## config.mk

```make
export PLATFORM = sky130hd
export DESIGN_NAME = cpu_register_file_pc
export DESIGN_NICKNAME = d
export VERILOG_FILES = /design/src/cpu_regfile_pkg.sv /design/src/operand_stage.sv /design/src/cpu_register_file_pc.sv
export SDC_FILE = /design/constraint.sdc
export NUM_CORES = 1
export LEC_CHECK = 0
export ABC_AREA = 1
export BUFFER_PORTS_ARGS = -buffer_cell sky130_fd_sc_hd__buf_2
export CORE_ASPECT_RATIO = 1.25
export CORE_MARGIN = 2
export CORE_UTILIZATION = 40
export CTS_CLUSTER_SIZE = 30
export DETAILED_ROUTE_END_ITERATION = 12
export MAX_ROUTING_LAYER = met4
export PLACE_DENSITY = 0.62
export SYNTH_ARGS = -nofsm -noshare
export SYNTH_HDL_FRONTEND = slang
export SYNTH_SLANG_ARGS = --single-unit
```

## constraint.sdc

```tcl
create_clock -name sys_clk_i -period 2.7 [get_ports sys_clk_i]
set_input_delay 0.27 -clock sys_clk_i [delete_from_list [all_inputs] [get_ports sys_clk_i]]
set_output_delay 0.27 -clock sys_clk_i [all_outputs]
set_load 0.01 [all_outputs]
```

## src/cpu_regfile_pkg.sv

```systemverilog
package cpu_regfile_pkg;
    localparam int unsigned DATA_W = 16;
    localparam int unsigned ADDR_W = 16;
    localparam int unsigned IDX_W = 4;
    localparam int unsigned NUM_REGS = 16;
    localparam logic [3:0] PC_IDX = 4'h0;
    localparam logic [3:0] FIRST_GP_IDX = 4'h4;
    localparam logic [15:0] PC_RESET = 16'h0000;
    localparam logic [15:0] REG_RESET = 16'h0000;
    localparam logic [15:0] WORD_ALIGN_MASK = 16'hFFFE;
    localparam logic [15:0] BYTE_MASK = 16'h00FF;
    localparam int unsigned BYTE_W = 8;
    // instruction length codes, in words
    localparam logic [1:0] LEN_ONE_WORD = 2'h1;
    localparam logic [1:0] LEN_TWO_WORDS = 2'h2;
    localparam logic [1:0] LEN_THREE_WORDS = 2'h3;
endpackage : cpu_regfile_pkg

```

## src/operand_stage.sv

```systemverilog
`timescale 1ns/1ps
// holds one memory operand off the visible register file
module operand_stage #(
    parameter int unsigned DATA_W = cpu_regfile_pkg::DATA_W
) (
    input wire logic sys_clk_i,
    input wire logic nrst_i,
    input wire logic capture_i,
    input wire logic byte_i,
    input wire logic lane_hi_i,
    input wire logic [DATA_W-1:0] rdata_i,
    output logic [DATA_W-1:0] value_o
);
    logic [DATA_W-1:0] value_q;
    logic [DATA_W-1:0] value_d;
    wire logic [DATA_W-1:0] lane_byte;

    // byte operands come from the addressed lane and are zero-extended
    assign lane_byte = lane_hi_i ? {{(DATA_W/2){1'b0}}, rdata_i[DATA_W-1:DATA_W/2]}
                                 : {{(DATA_W/2){1'b0}}, rdata_i[DATA_W/2-1:0]};
    assign value_d = capture_i ? (byte_i ? lane_byte : rdata_i) : value_q;

    // staging register
    always_ff @(posedge sys_clk_i) begin
        if (!nrst_i) begin
            value_q <= '0;
        end else begin
            value_q <= value_d;
        end
    end

    assign value_o = value_q;
endmodule : operand_stage

```

## src/cpu_register_file_pc.sv

```systemverilog
`timescale 1ns/1ps
// Overview of operation
// - sixteen 16-bit registers, picked by a 4-bit index 0 to 15
// - registers 0..3 dedicated, 4..15 plain storage without side effects
// - register 0 is the pointer to the next instruction to fetch
// - pointer advances by instruction length: two, four or six bytes
// - fetches are word aligned in 64 KB; pointer bit 0 always zero
// - pointer is readable and writable by any instruction; write means branch
// - 16-bit address bus reaches all memory directly, no paging
// - 16-bit data bus moves a full word in one transfer
// - memory-to-memory moves pass through a hidden stage, not a register
// - registers and memory accept byte and word operand sizes
module cpu_register_file_pc #(
    parameter int unsigned DATA_W = cpu_regfile_pkg::DATA_W,
    parameter int unsigned ADDR_W = cpu_regfile_pkg::ADDR_W,
    parameter int unsigned NUM_REGS = cpu_regfile_pkg::NUM_REGS
) (
    input wire logic sys_clk_i,
    input wire logic nrst_i,
    // register read ports, one cycle latency
    input wire logic [3:0] rd_a_idx_i,
    input wire logic [3:0] rd_b_idx_i,
    output logic [DATA_W-1:0] rd_a_data_o,
    output logic [DATA_W-1:0] rd_b_data_o,
    // register write port
    input wire logic wr_en_i,
    input wire logic [3:0] wr_idx_i,
    input wire logic wr_byte_i,
    input wire logic wr_from_mem_i,
    input wire logic [DATA_W-1:0] wr_data_i,
    // instruction stepping
    input wire logic pc_step_i,
    input wire logic [1:0] pc_len_words_i,
    output logic [ADDR_W-1:0] next_instruction_pointer_o,
    // data access requests
    input wire logic dacc_req_i,
    input wire logic dacc_wr_i,
    input wire logic dacc_byte_i,
    input wire logic dacc_m2m_i,
    input wire logic [ADDR_W-1:0] dacc_addr_i,
    input wire logic [DATA_W-1:0] dacc_wdata_i,
    // memory bus
    output logic [ADDR_W-1:0] mem_addr_o,
    output logic [DATA_W-1:0] mem_wdata_o,
    output logic mem_rd_o,
    output logic mem_wr_o,
    output logic mem_byte_o,
    input wire logic [DATA_W-1:0] mem_rdata_i
);
    // slot 0 is reset but never used: index 0 always means the pointer
    logic [DATA_W-1:0] regs_q [NUM_REGS];
    logic [ADDR_W-1:0] pc_q;
    logic [ADDR_W-1:0] pc_d;
    logic [DATA_W-1:0] rd_a_q;
    logic [DATA_W-1:0] rd_b_q;
    logic [ADDR_W-1:0] mem_addr_q;
    logic [DATA_W-1:0] mem_wdata_q;
    logic mem_rd_q;
    logic mem_wr_q;
    logic mem_byte_q;
    logic [DATA_W-1:0] staged;

    // forces a value onto a word boundary
    function automatic logic [ADDR_W-1:0] word_align(input logic [ADDR_W-1:0] a);
        word_align = a & cpu_regfile_pkg::WORD_ALIGN_MASK;
    endfunction : word_align

    // byte write clears the upper byte so later word reads see a clean value
    function automatic logic [DATA_W-1:0] size_value(input logic [DATA_W-1:0] v,
                                                     input logic is_byte);
        size_value = is_byte ? (v & cpu_regfile_pkg::BYTE_MASK) : v;
    endfunction : size_value

    // index 0 is the pointer; decoded in the write and the read paths alike
    function automatic logic is_pointer_idx(input logic [3:0] idx);
        is_pointer_idx = (idx == cpu_regfile_pkg::PC_IDX);
    endfunction : is_pointer_idx

    // read selection: index 0 returns the pointer itself
    function automatic logic [DATA_W-1:0] read_reg(input logic [3:0] idx,
                                                   input logic [ADDR_W-1:0] pc,
                                                   input logic [DATA_W-1:0] r [NUM_REGS]);
        read_reg = is_pointer_idx(idx) ? pc : r[idx];
    endfunction : read_reg

    // byte stores put the low byte on both lanes; memory picks the lane by address bit 0
    function automatic logic [DATA_W-1:0] both_lanes(input logic [DATA_W-1:0] v);
        both_lanes = {2{v[cpu_regfile_pkg::BYTE_W-1:0]}};
    endfunction : both_lanes

    // named selections; everything below up to the flops is plain decode
    wire logic [DATA_W-1:0] wr_src;
    wire logic [DATA_W-1:0] wr_value;
    wire logic pc_write;
    wire logic [ADDR_W-1:0] step_bytes;
    wire logic [ADDR_W-1:0] pc_stepped;
    wire logic gp_write;
    wire logic capture;
    wire logic [DATA_W-1:0] mem_wdata_d;
    wire logic [DATA_W-1:0] byte_wdata;
    wire logic [DATA_W-1:0] m2m_wdata;
    wire logic [DATA_W-1:0] cpu_wdata;
    wire logic [ADDR_W-1:0] pc_branch;
    wire logic [DATA_W-1:0] rd_a_d;
    wire logic [DATA_W-1:0] rd_b_d;
    wire logic [ADDR_W-1:0] mem_addr_d;
    wire logic mem_rd_d;
    wire logic mem_wr_d;
    wire logic mem_byte_d;

    // write source and size selection
    assign wr_src = wr_from_mem_i ? staged : wr_data_i;
    assign wr_value = size_value(wr_src, wr_byte_i);
    assign pc_write = wr_en_i && is_pointer_idx(wr_idx_i);
    assign gp_write = wr_en_i && !is_pointer_idx(wr_idx_i);

    // pointer next value; an explicit write beats stepping so only one update lands,
    // and the sum wraps within the 64 KB space
    assign step_bytes = {{(ADDR_W-3){1'b0}}, pc_len_words_i, 1'b0};
    assign pc_stepped = ADDR_W'(pc_q + step_bytes);
    assign pc_branch = word_align(wr_value);
    assign pc_d = pc_write ? pc_branch
                : (pc_step_i ? word_align(pc_stepped) : pc_q);

    // pointer register
    always_ff @(posedge sys_clk_i) begin
        if (!nrst_i) begin
            pc_q <= cpu_regfile_pkg::PC_RESET;
        end else begin
            pc_q <= pc_d;
        end
    end

    // registers 1..15; the dedicated ones 1..3 get their roles from the execution unit
    always_ff @(posedge sys_clk_i) begin
        if (!nrst_i) begin
            for (int i = 0; i < NUM_REGS; i++) begin
                regs_q[i] <= cpu_regfile_pkg::REG_RESET;
            end
        end else if (gp_write) begin
            regs_q[wr_idx_i] <= wr_value;
        end
    end

    // read selection; a write in the same cycle is not forwarded, so a register
    // written at one edge is read back from the next edge on
    assign rd_a_d = read_reg(rd_a_idx_i, pc_q, regs_q);
    assign rd_b_d = read_reg(rd_b_idx_i, pc_q, regs_q);

    // registered read ports
    always_ff @(posedge sys_clk_i) begin
        if (!nrst_i) begin
            rd_a_q <= '0;
            rd_b_q <= '0;
        end else begin
            rd_a_q <= rd_a_d;
            rd_b_q <= rd_b_d;
        end
    end

    // memory data: byte stores are replicated on both lanes, memory picks by address
    assign byte_wdata = both_lanes(dacc_wdata_i);
    assign m2m_wdata = dacc_byte_i ? both_lanes(staged) : staged;
    assign cpu_wdata = dacc_byte_i ? byte_wdata : dacc_wdata_i;
    assign mem_wdata_d = dacc_m2m_i ? m2m_wdata : cpu_wdata;

    // bus command decode; address and size hold between requests; the stage picks
    // its lane in the strobe cycle, at the edge where the strobe drops
    assign mem_rd_d = dacc_req_i && !dacc_wr_i;
    assign mem_wr_d = dacc_req_i && dacc_wr_i;
    assign mem_addr_d = dacc_req_i ? dacc_addr_i : mem_addr_q;
    assign mem_byte_d = dacc_req_i ? dacc_byte_i : mem_byte_q;

    // bus strobes, one cycle per request
    always_ff @(posedge sys_clk_i) begin
        if (!nrst_i) begin
            mem_rd_q <= 1'b0;
            mem_wr_q <= 1'b0;
        end else begin
            mem_rd_q <= mem_rd_d;
            mem_wr_q <= mem_wr_d;
        end
    end

    // bus payload register; full 16-bit address, no paging
    always_ff @(posedge sys_clk_i) begin
        if (!nrst_i) begin
            mem_addr_q <= '0;
            mem_wdata_q <= '0;
            mem_byte_q <= 1'b0;
        end else begin
            mem_addr_q <= mem_addr_d;
            mem_wdata_q <= mem_wr_d ? mem_wdata_d : mem_wdata_q;
            mem_byte_q <= mem_byte_d;
        end
    end

    // read data is sampled in the strobe cycle itself; the staged copy can
    // feed a register or a memory-to-memory store from the cycle after that
    assign capture = mem_rd_q;

    // hidden operand stage keeps memory-to-memory moves off the visible registers
    operand_stage #(
        .DATA_W(DATA_W)
    ) u_stage (
        .sys_clk_i(sys_clk_i),
        .nrst_i(nrst_i),
        .capture_i(capture),
        .byte_i(mem_byte_q),
        .lane_hi_i(mem_addr_q[0]),
        .rdata_i(mem_rdata_i),
        .value_o(staged)
    );

    assign rd_a_data_o = rd_a_q;
    assign rd_b_data_o = rd_b_q;
    assign next_instruction_pointer_o = pc_q;
    assign mem_addr_o = mem_addr_q;
    assign mem_wdata_o = mem_wdata_q;
    assign mem_rd_o = mem_rd_q;
    assign mem_wr_o = mem_wr_q;
    assign mem_byte_o = mem_byte_q;
endmodule : cpu_register_file_pc

```

==> impl_metrics.json, run 1 <==
{
  "outcome": "complete, no violations",
  "final_cell_mix": "618 x nand2_1, 339 x dfxtp_1, 321 x o21ai_0, 292 x a21oi_1, 261 x inv_1",
  "hold_class": "in -> reg",
  "globalRouteOverflowTotal": 0,
  "finalSetupTns_ps": 0,
  "cts.sink_count": 339,
  "final_common_cell": "nand2_1",
  "synth_area_leaders": "dfxtp_1 39%, nand2_1 13%, o21ai_0 9.2%",
  "fin_util_pct": 46.6,
  "io-pin-count": 171,
  "grt_antenna_before_repair": 4,
  "synth_nets": 2744,
  "synth_edf_count": 0,
  "coreArea_sq_um": 43100,
  "drc_errors": 0,
  "ant_nets": 0,
  "cts-root-buf": "clkbuf_16",
  "yosys.area.top_type_share_pct": 38.9,
  "fin_crit_ps": 1970,
  "vias_per_cell": 5.47,
  "rsz0062_at_grt": "false",
  "clk_path_buf_depth": 3,
  "fp.dieArea_sq_um": 45300,
  "synth_area_sq_um": 17400,
  "cap_violations": 0,
  "leakage_nw": 8.73,
  "ys_warn_count": 0,
  "crit_fanout": 5,
  "ys_ff_latch": 339,
  "slew_headroom_pct": 40.2,
  "cts_setup_buffers": 0,
  "layout.nets": 2820,
  "synthCells": 2653,
  "grt_max_degree": 159,
  "crit_path_start_kind": "flop",
  "grt_pass1_wl_um": 99100,
  "drv_slew": 0,
  "initial_core_util_pct": 40.5,
  "dieHeight_um": 237,
  "floorplan.rows": 85,
  "first_iter_violations": 1603,
  "dp_hpwl_um": 43100,
  "arrival_ps": 2400,
  "globalplace.congestion": 0.912,
  "synth_flop_cell": "dfxtp_1",
  "ys_async_sr_fraction_pct": 0,
  "cts_buffers": 39,
  "ys_types": 37,
  "wl_um": 65300,
  "num_vias": 18200,
  "grt_pass1_vias": 17500,
  "hold_violations": 0,
  "synth-seq-area-share_pct": 38.9,
  "yosysTopAreaCell": "dfxtp_1",
  "grt.total_usage_pct": 29.3,
  "avgSynthCellArea_sq_um": 6.57,
  "endpoint_kind": "flop",
  "htreeDepth": 2,
  "avgRoutedWirePerCell_um": 19.6,
  "path_clk_slew_ps": 60,
  "required_ps": 3130,
  "cts_resized": 0,
  "die_w_um": 191,
  "powerDensity_nw_per_um2": 622,
  "dp.cells": 3236,
  "period_share_pct": 72.9,
  "worstSetupPathType": "reg -> reg",
  "ir_worst_vdd_mv": 0.481,
  "instances_no_fill": 3330,
  "setup_violations": 0,
  "area_growth_pct": 15.1,
  "clock.fmax_mhz": 508,
  "worstMarginPinSlew_ps": 895,
  "first_pass_iters": 5,
  "fin_skew_ps": 19.9,
  "insertion_delay_ps": 550,
  "final_layout_size_suffix_gt1_share_pct": 12.5,
  "cts_tree": "yes",
  "holdBufCountCts": 17,
  "port-buffer-count": 169
}
## per-layer routing
layer | vias to the layer above | global-route usage, % | wire length [um]
met5 | - | - | 0
met4 | 0 | 18.5 | 4310
met3 | 209 | 4.53 | 5190
met2 | 852 | 47.3 | 30400
met1 | 8315 | 33.8 | 25400
li1 | 8854 | - | -
## stage by stage
stage	power [mW]	worst slack [ps]	hold WS (ps)	area, sq um
3_5_place_dp	6.90	589	430	18500
3_3_place_gp	6.89	574	417	18500
5_1_grt	12.9	585	97.4	20100
6_report	12.5	733	83.2	20100
4_1_cts	12.5	768	67.3	20100
2_1_floorplan	6.32	1120	349	17400
## worst max-delay path, cell delays in order, from the launching register on
cell and delay [ps]:
dfxtp_1 550, ha_1 260, fa_1 200, nand2_1 80, nor2_1 280, nand2_1 160
nor2_1 110, nand2_1 60, nand3_1 100, a21oi_1 60
## cells by family (layout without fill, tap and decap cells)
kind of cell             count (synthesis)  count (layout)  synth area share [%]
adder cells (fa/ha/maj)                  3               3                 0.258
other                                    1               7                0.0215
flip-flops                             339             339                  38.9
buffers and inverters                  497             603                  11.7
AO/OA/AOI/OAI                          743             743                  22.9
XOR/XNOR                                 6               6                 0.301
AND/OR/NAND/NOR                       1064            1064                  25.9
## synthesized netlist by cell type, types with 9 or more instances
| cell | count |
|---|---|
| nand2_1 | 618 |
| dfxtp_1 | 339 |
| o21ai_0 | 321 |
| a21oi_1 | 292 |
| inv_1 | 264 |
| nand3_1 | 242 |
| nor2_1 | 153 |
| o211ai_1 | 88 |
| buf_2 | 86 |
| clkbuf_1 | 84 |
| inv_2 | 23 |
| nor3_1 | 20 |
| buf_1 | 18 |
| o21ai_1 | 18 |
| a211oi_1 | 12 |
| buf_4 | 10 |
| nor2_4 | 10 |
| o22ai_1 | 9 |
## path summary, 6_finish.rpt
check | startpoint | endpoint | slack (ps) | depth (start not counted)
worst max-delay path | next_instruction_pointer_o[1]$_SDFFE_PN0P_ | next_instruction_pointer_o[11]$_SDFFE_PN0P_ | 730 | 9
worst max register to register | next_instruction_pointer_o[1]$_SDFFE_PN0P_ | next_instruction_pointer_o[11]$_SDFFE_PN0P_ | 730 | 9
worst min register to register | regs_q[240]$_SDFFE_PN0P_ | regs_q[240]$_SDFFE_PN0P_ | 440 | 2
worst min-delay path | mem_rdata_i[14] | u_stage.value_o[14]$_SDFFE_PN0P_ | 80 | 5
## layout make-up
type | instances | area, sq um
clock buffer | 50 | 1110
inverter | 294 | 1110
tap | 565 | 707
fill | 4435 | 23000
sequential | 339 | 6790
timing repair buffer | 238 | 1490
multi-input combinational | 1817 | 8610
clock inverter | 21 | 254
antenna | 6 | 15.0
## state kept, by name, indices dropped and copies added, names as in the netlist
signal                      flops
mem_addr_o                     16
mem_byte_o                      1
mem_rd_o                        1
mem_wdata_o                    16
mem_wr_o                        1
next_instruction_pointer_o     15
rd_a_data_o                    16
rd_b_data_o                    16
regs_q                        241
u_stage.value_o                16
## report_power, final
group	internal, mW	switching [mW]	total (mW)	leakage [nW]
Sequential	5.16	0.120	5.28	2.75
Combinational	0.485	1.08	1.56	5.30
Clock	3.39	2.25	5.65	0.676
Total	9.04	3.45	12.5	8.73
Note: power is estimated with default switching activity, not from simulation.
==> inputs of run 2 (changes only) <==
--- a/config.mk
+++ b/config.mk
@@ -5,7 +5,7 @@
 export SDC_FILE = /design/constraint.sdc
 export NUM_CORES = 1
 export LEC_CHECK = 0
-export ABC_AREA = 1
+export ABC_AREA = 0
 export BUFFER_PORTS_ARGS = -buffer_cell sky130_fd_sc_hd__buf_2
 export CORE_ASPECT_RATIO = 1.25
 export CORE_MARGIN = 2
==> constraint.sdc (replaced) <==
create_clock -name sys_clk_i -period 1.9 [get_ports sys_clk_i]
set_input_delay 0.19 -clock sys_clk_i [delete_from_list [all_inputs] [get_ports sys_clk_i]]
set_output_delay 0.19 -clock sys_clk_i [all_outputs]
set_load 0.01 [all_outputs]
==> run 2 against run 1 <==
  * Clock power increased by 27%
  * Routed wire length fell by 17%
  * Combinational power grew 9.6%
  * Via count shrank 20%
  * Sequential power rose by 39%
  * Non-clock buffer count rose by 49
  * First-iteration DRC count fell by 27%
  * Sequential cell count is 1 lower
  * Final cell count is 24% lower
  * Critical path type unchanged
  * Highest routed layer unchanged
==> impl_metrics.json, run 2 <==
{
  "outcome": "complete, no violations",
  "hold_violations": 0,
  "synth-seq-area-share_pct": 40.3,
  "synth_top_cells_by_count": "471 x nand2_1, 338 x dfxtp_1, 135 x mux2i_1",
  "ir_worst_vdd_mv": 0.706,
  "period_share_pct": 93.2,
  "cts_setup_buffers": 0,
  "synth_area_leaders": "dfxtp_1 40%, nand2_1 11%, mux4_2 8.8%",
  "clock.fmax_mhz": 565,
  "ys_ff_latch": 338,
  "hold_end": "u_stage.value_o[0]$_SDFFE_PN0P_",
  "finalSetupTns_ps": 0,
  "fill_cells": 3854,
  "ys_warn_count": 0,
  "largest_reg_flops": 240,
  "clk_path_buf_depth": 3,
  "leakage_nw": 9.15,
  "fin_util_pct": 48.8,
  "io-pin-count": 171,
  "num_vias": 14600,
  "cap_violations": 0,
  "grt_pass1_wl_um": 84100,
  "drc_errors": 0,
  "synth_nets": 1889,
  "powerDensity_nw_per_um2": 808,
  "htreeDepth": 2,
  "avgSynthCellArea_sq_um": 9.34,
  "yosysMostFrequentCell": "nand2_1",
  "ys_types": 49,
  "hold_slack_ps": 20.3,
  "port-buffer-count": 169,
  "grt_max_degree": 97,
  "layout.nets": 2051,
  "crit_path_start_kind": "flop",
  "ant_nets": 0,
  "fin_skew_ps": 20.3,
  "rsz0062_at_grt": "false",
  "endpoint_kind": "flop",
  "floorplan.rows": 83,
  "first_iter_violations": 1166,
  "synthCells": 1798,
  "grt_antenna_before_repair": 1,
  "synth_area_sq_um": 16800,
  "cts-root-buf": "clkbuf_16",
  "initial_core_util_pct": 40.8,
  "required_ps": 2360,
  "worstSetupPathType": "reg -> reg",
  "largest_register": "regs_q",
  "worst_slack_ps": 129,
  "crit_fanout": 6,
  "power.total_mw": 16.3,
  "globalplace.congestion": 0.854,
  "cts_buffers": 37,
  "die_w_um": 187,
  "first_pass_iters": 7,
  "dieHeight_um": 233,
  "grt_pass1_vias": 14600,
  "vias_per_cell": 5.75,
  "final_common_cell": "nand2_1",
  "r2r_start": "next_instruction_pointer_o[2]$_SDFFE_PN0P_",
  "area_growth_pct": 19.8,
  "cts_tree": "yes",
  "insertion_delay_ps": 540,
  "yosys.area.top_type_share_pct": 40.3,
  "path_clk_slew_ps": 60,
  "r2r_slack_ps": 130,
  "synth_flop_cell": "dfxtp_1",
  "dp_hpwl_um": 36900,
  "wl_um": 54400,
  "fp.dieArea_sq_um": 43700,
  "final_cell_mix": "471 x nand2_1, 338 x dfxtp_1, 166 x buf_2, 135 x mux2i_1, 123 x o211a_1",
  "globalRouteOverflowTotal": 0,
  "synth_edf_count": 0,
  "final_layout_size_suffix_gt1_share_pct": 20.4,
  "arrival_ps": 2230,
  "coreArea_sq_um": 41200,
  "fin_crit_ps": 1770,
  "setup_violations": 0,
  "whs_path_depth": 4,
  "drv_slew": 0,
  "worstMarginPinSlew_ps": 795,
  "yosysTopAreaCell": "dfxtp_1",
  "r2r-end": "next_instruction_pointer_o[15]$_SDFFE_PN0P_",
  "grt.total_usage_pct": 25.3,
  "avgRoutedWirePerCell_um": 21.4,
  "rr_worst_depth": 5,
  "cts.sink_count": 338,
  "hold_class": "in -> reg",
  "slew_headroom_pct": 47.0,
  "hold_path_startpoint": "mem_rdata_i[0]",
  "pre_cts_slack_ps": 107,
  "ys_async_sr_fraction_pct": 0
}
[run 2: cell count changes in the layout (fill, tap and decap cells not counted), moves of 119 or more]
cell      delta
a21boi_0   +119
a21oi_1    -273
inv_1      -230
mux2i_1    +135
nand2_1    -147
nand3_1    -213
nor2_1     -136
o211a_1    +123
o21ai_0    -309
[run 2: how the worst max path moves through the flow]
stage	end	cells after the start	from
after global routing	next_instruction_pointer_o[15]$_SDFFE_PN0P_	5	next_instruction_pointer_o[2]$_SDFFE_PN0P_
after global placement	rd_a_data_o[7]$_SDFF_PN0_	4	rd_a_idx_i[2]
after CTS	next_instruction_pointer_o[13]$_SDFFE_PN0P_	5	next_instruction_pointer_o[2]$_SDFFE_PN0P_
after detailed placement	rd_a_data_o[11]$_SDFF_PN0_	6	rd_a_idx_i[0]
after floorplan	next_instruction_pointer_o[15]$_SDFFE_PN0P_	6	next_instruction_pointer_o[1]$_SDFFE_PN0P_
final	next_instruction_pointer_o[15]$_SDFFE_PN0P_	5	next_instruction_pointer_o[2]$_SDFFE_PN0P_
[run 2: layout make-up]
type / instances / area [sq um] / area share [%]
clock inverters: 10 / 81.3 / 0.404
clock buffers: 55 / 1120 / 5.55
repair buffers: 287 / 2170 / 10.8
well taps: 552 / 691 / 3.43
flip-flops and latches: 338 / 6770 / 33.6
inverters: 31 / 116 / 0.578
multi-input cells: 1265 / 9180 / 45.6
diodes: 1 / 2.50 / 0.0124
[run 2: cells by family after synthesis]
family,share of synthesized area [%]
simple gates,16.1
compound gates,20.0
flops,40.3
mux,17.6
buf+inv,5.18
xor+xnor,0.521
fa+ha+maj,0.268
other cells,0.0223
[run 2: repair_timing]
item / CTS / global route
endpoints found under the hold margin: 42 / 0
gates resized for setup: 0 / 1
endpoints found under the setup margin: 0 / 1
hold buffers: 30 / 0
[run 2: through the flow]
step | cell area, sq um | cells
global placement | 18600 | 2443
floorplan | 16800 | 1798
detailed placement | 18600 | 2443
CTS | 20100 | 2538
finish | 20100 | 2539
global route | 20100 | 2539
[run 2: where the power goes]
part	leakage [nW]	switching (mW)	internal [mW]	total, mW
logic	5.82	0.994	0.712	1.71
clock network	0.594	2.99	4.20	7.19
registers	2.74	0.119	7.24	7.36
[run 2: critical path, stage by stage (launching register included)]
cell,delay (ps)
dfxtp_1,500
fa_1,290
nand3_1,240
nor4_1,380
nor3_1,90
nor3_1,200
[run 2: per-layer routing]
layer  vias up  GRT usage (%)  wire length (um)
li1       6755              -                 -
met1      7081           29.8             21900
met2       634           43.3             26900
met3       133           3.65              3420
met4         0           10.8              2160
met5         -              -                 0
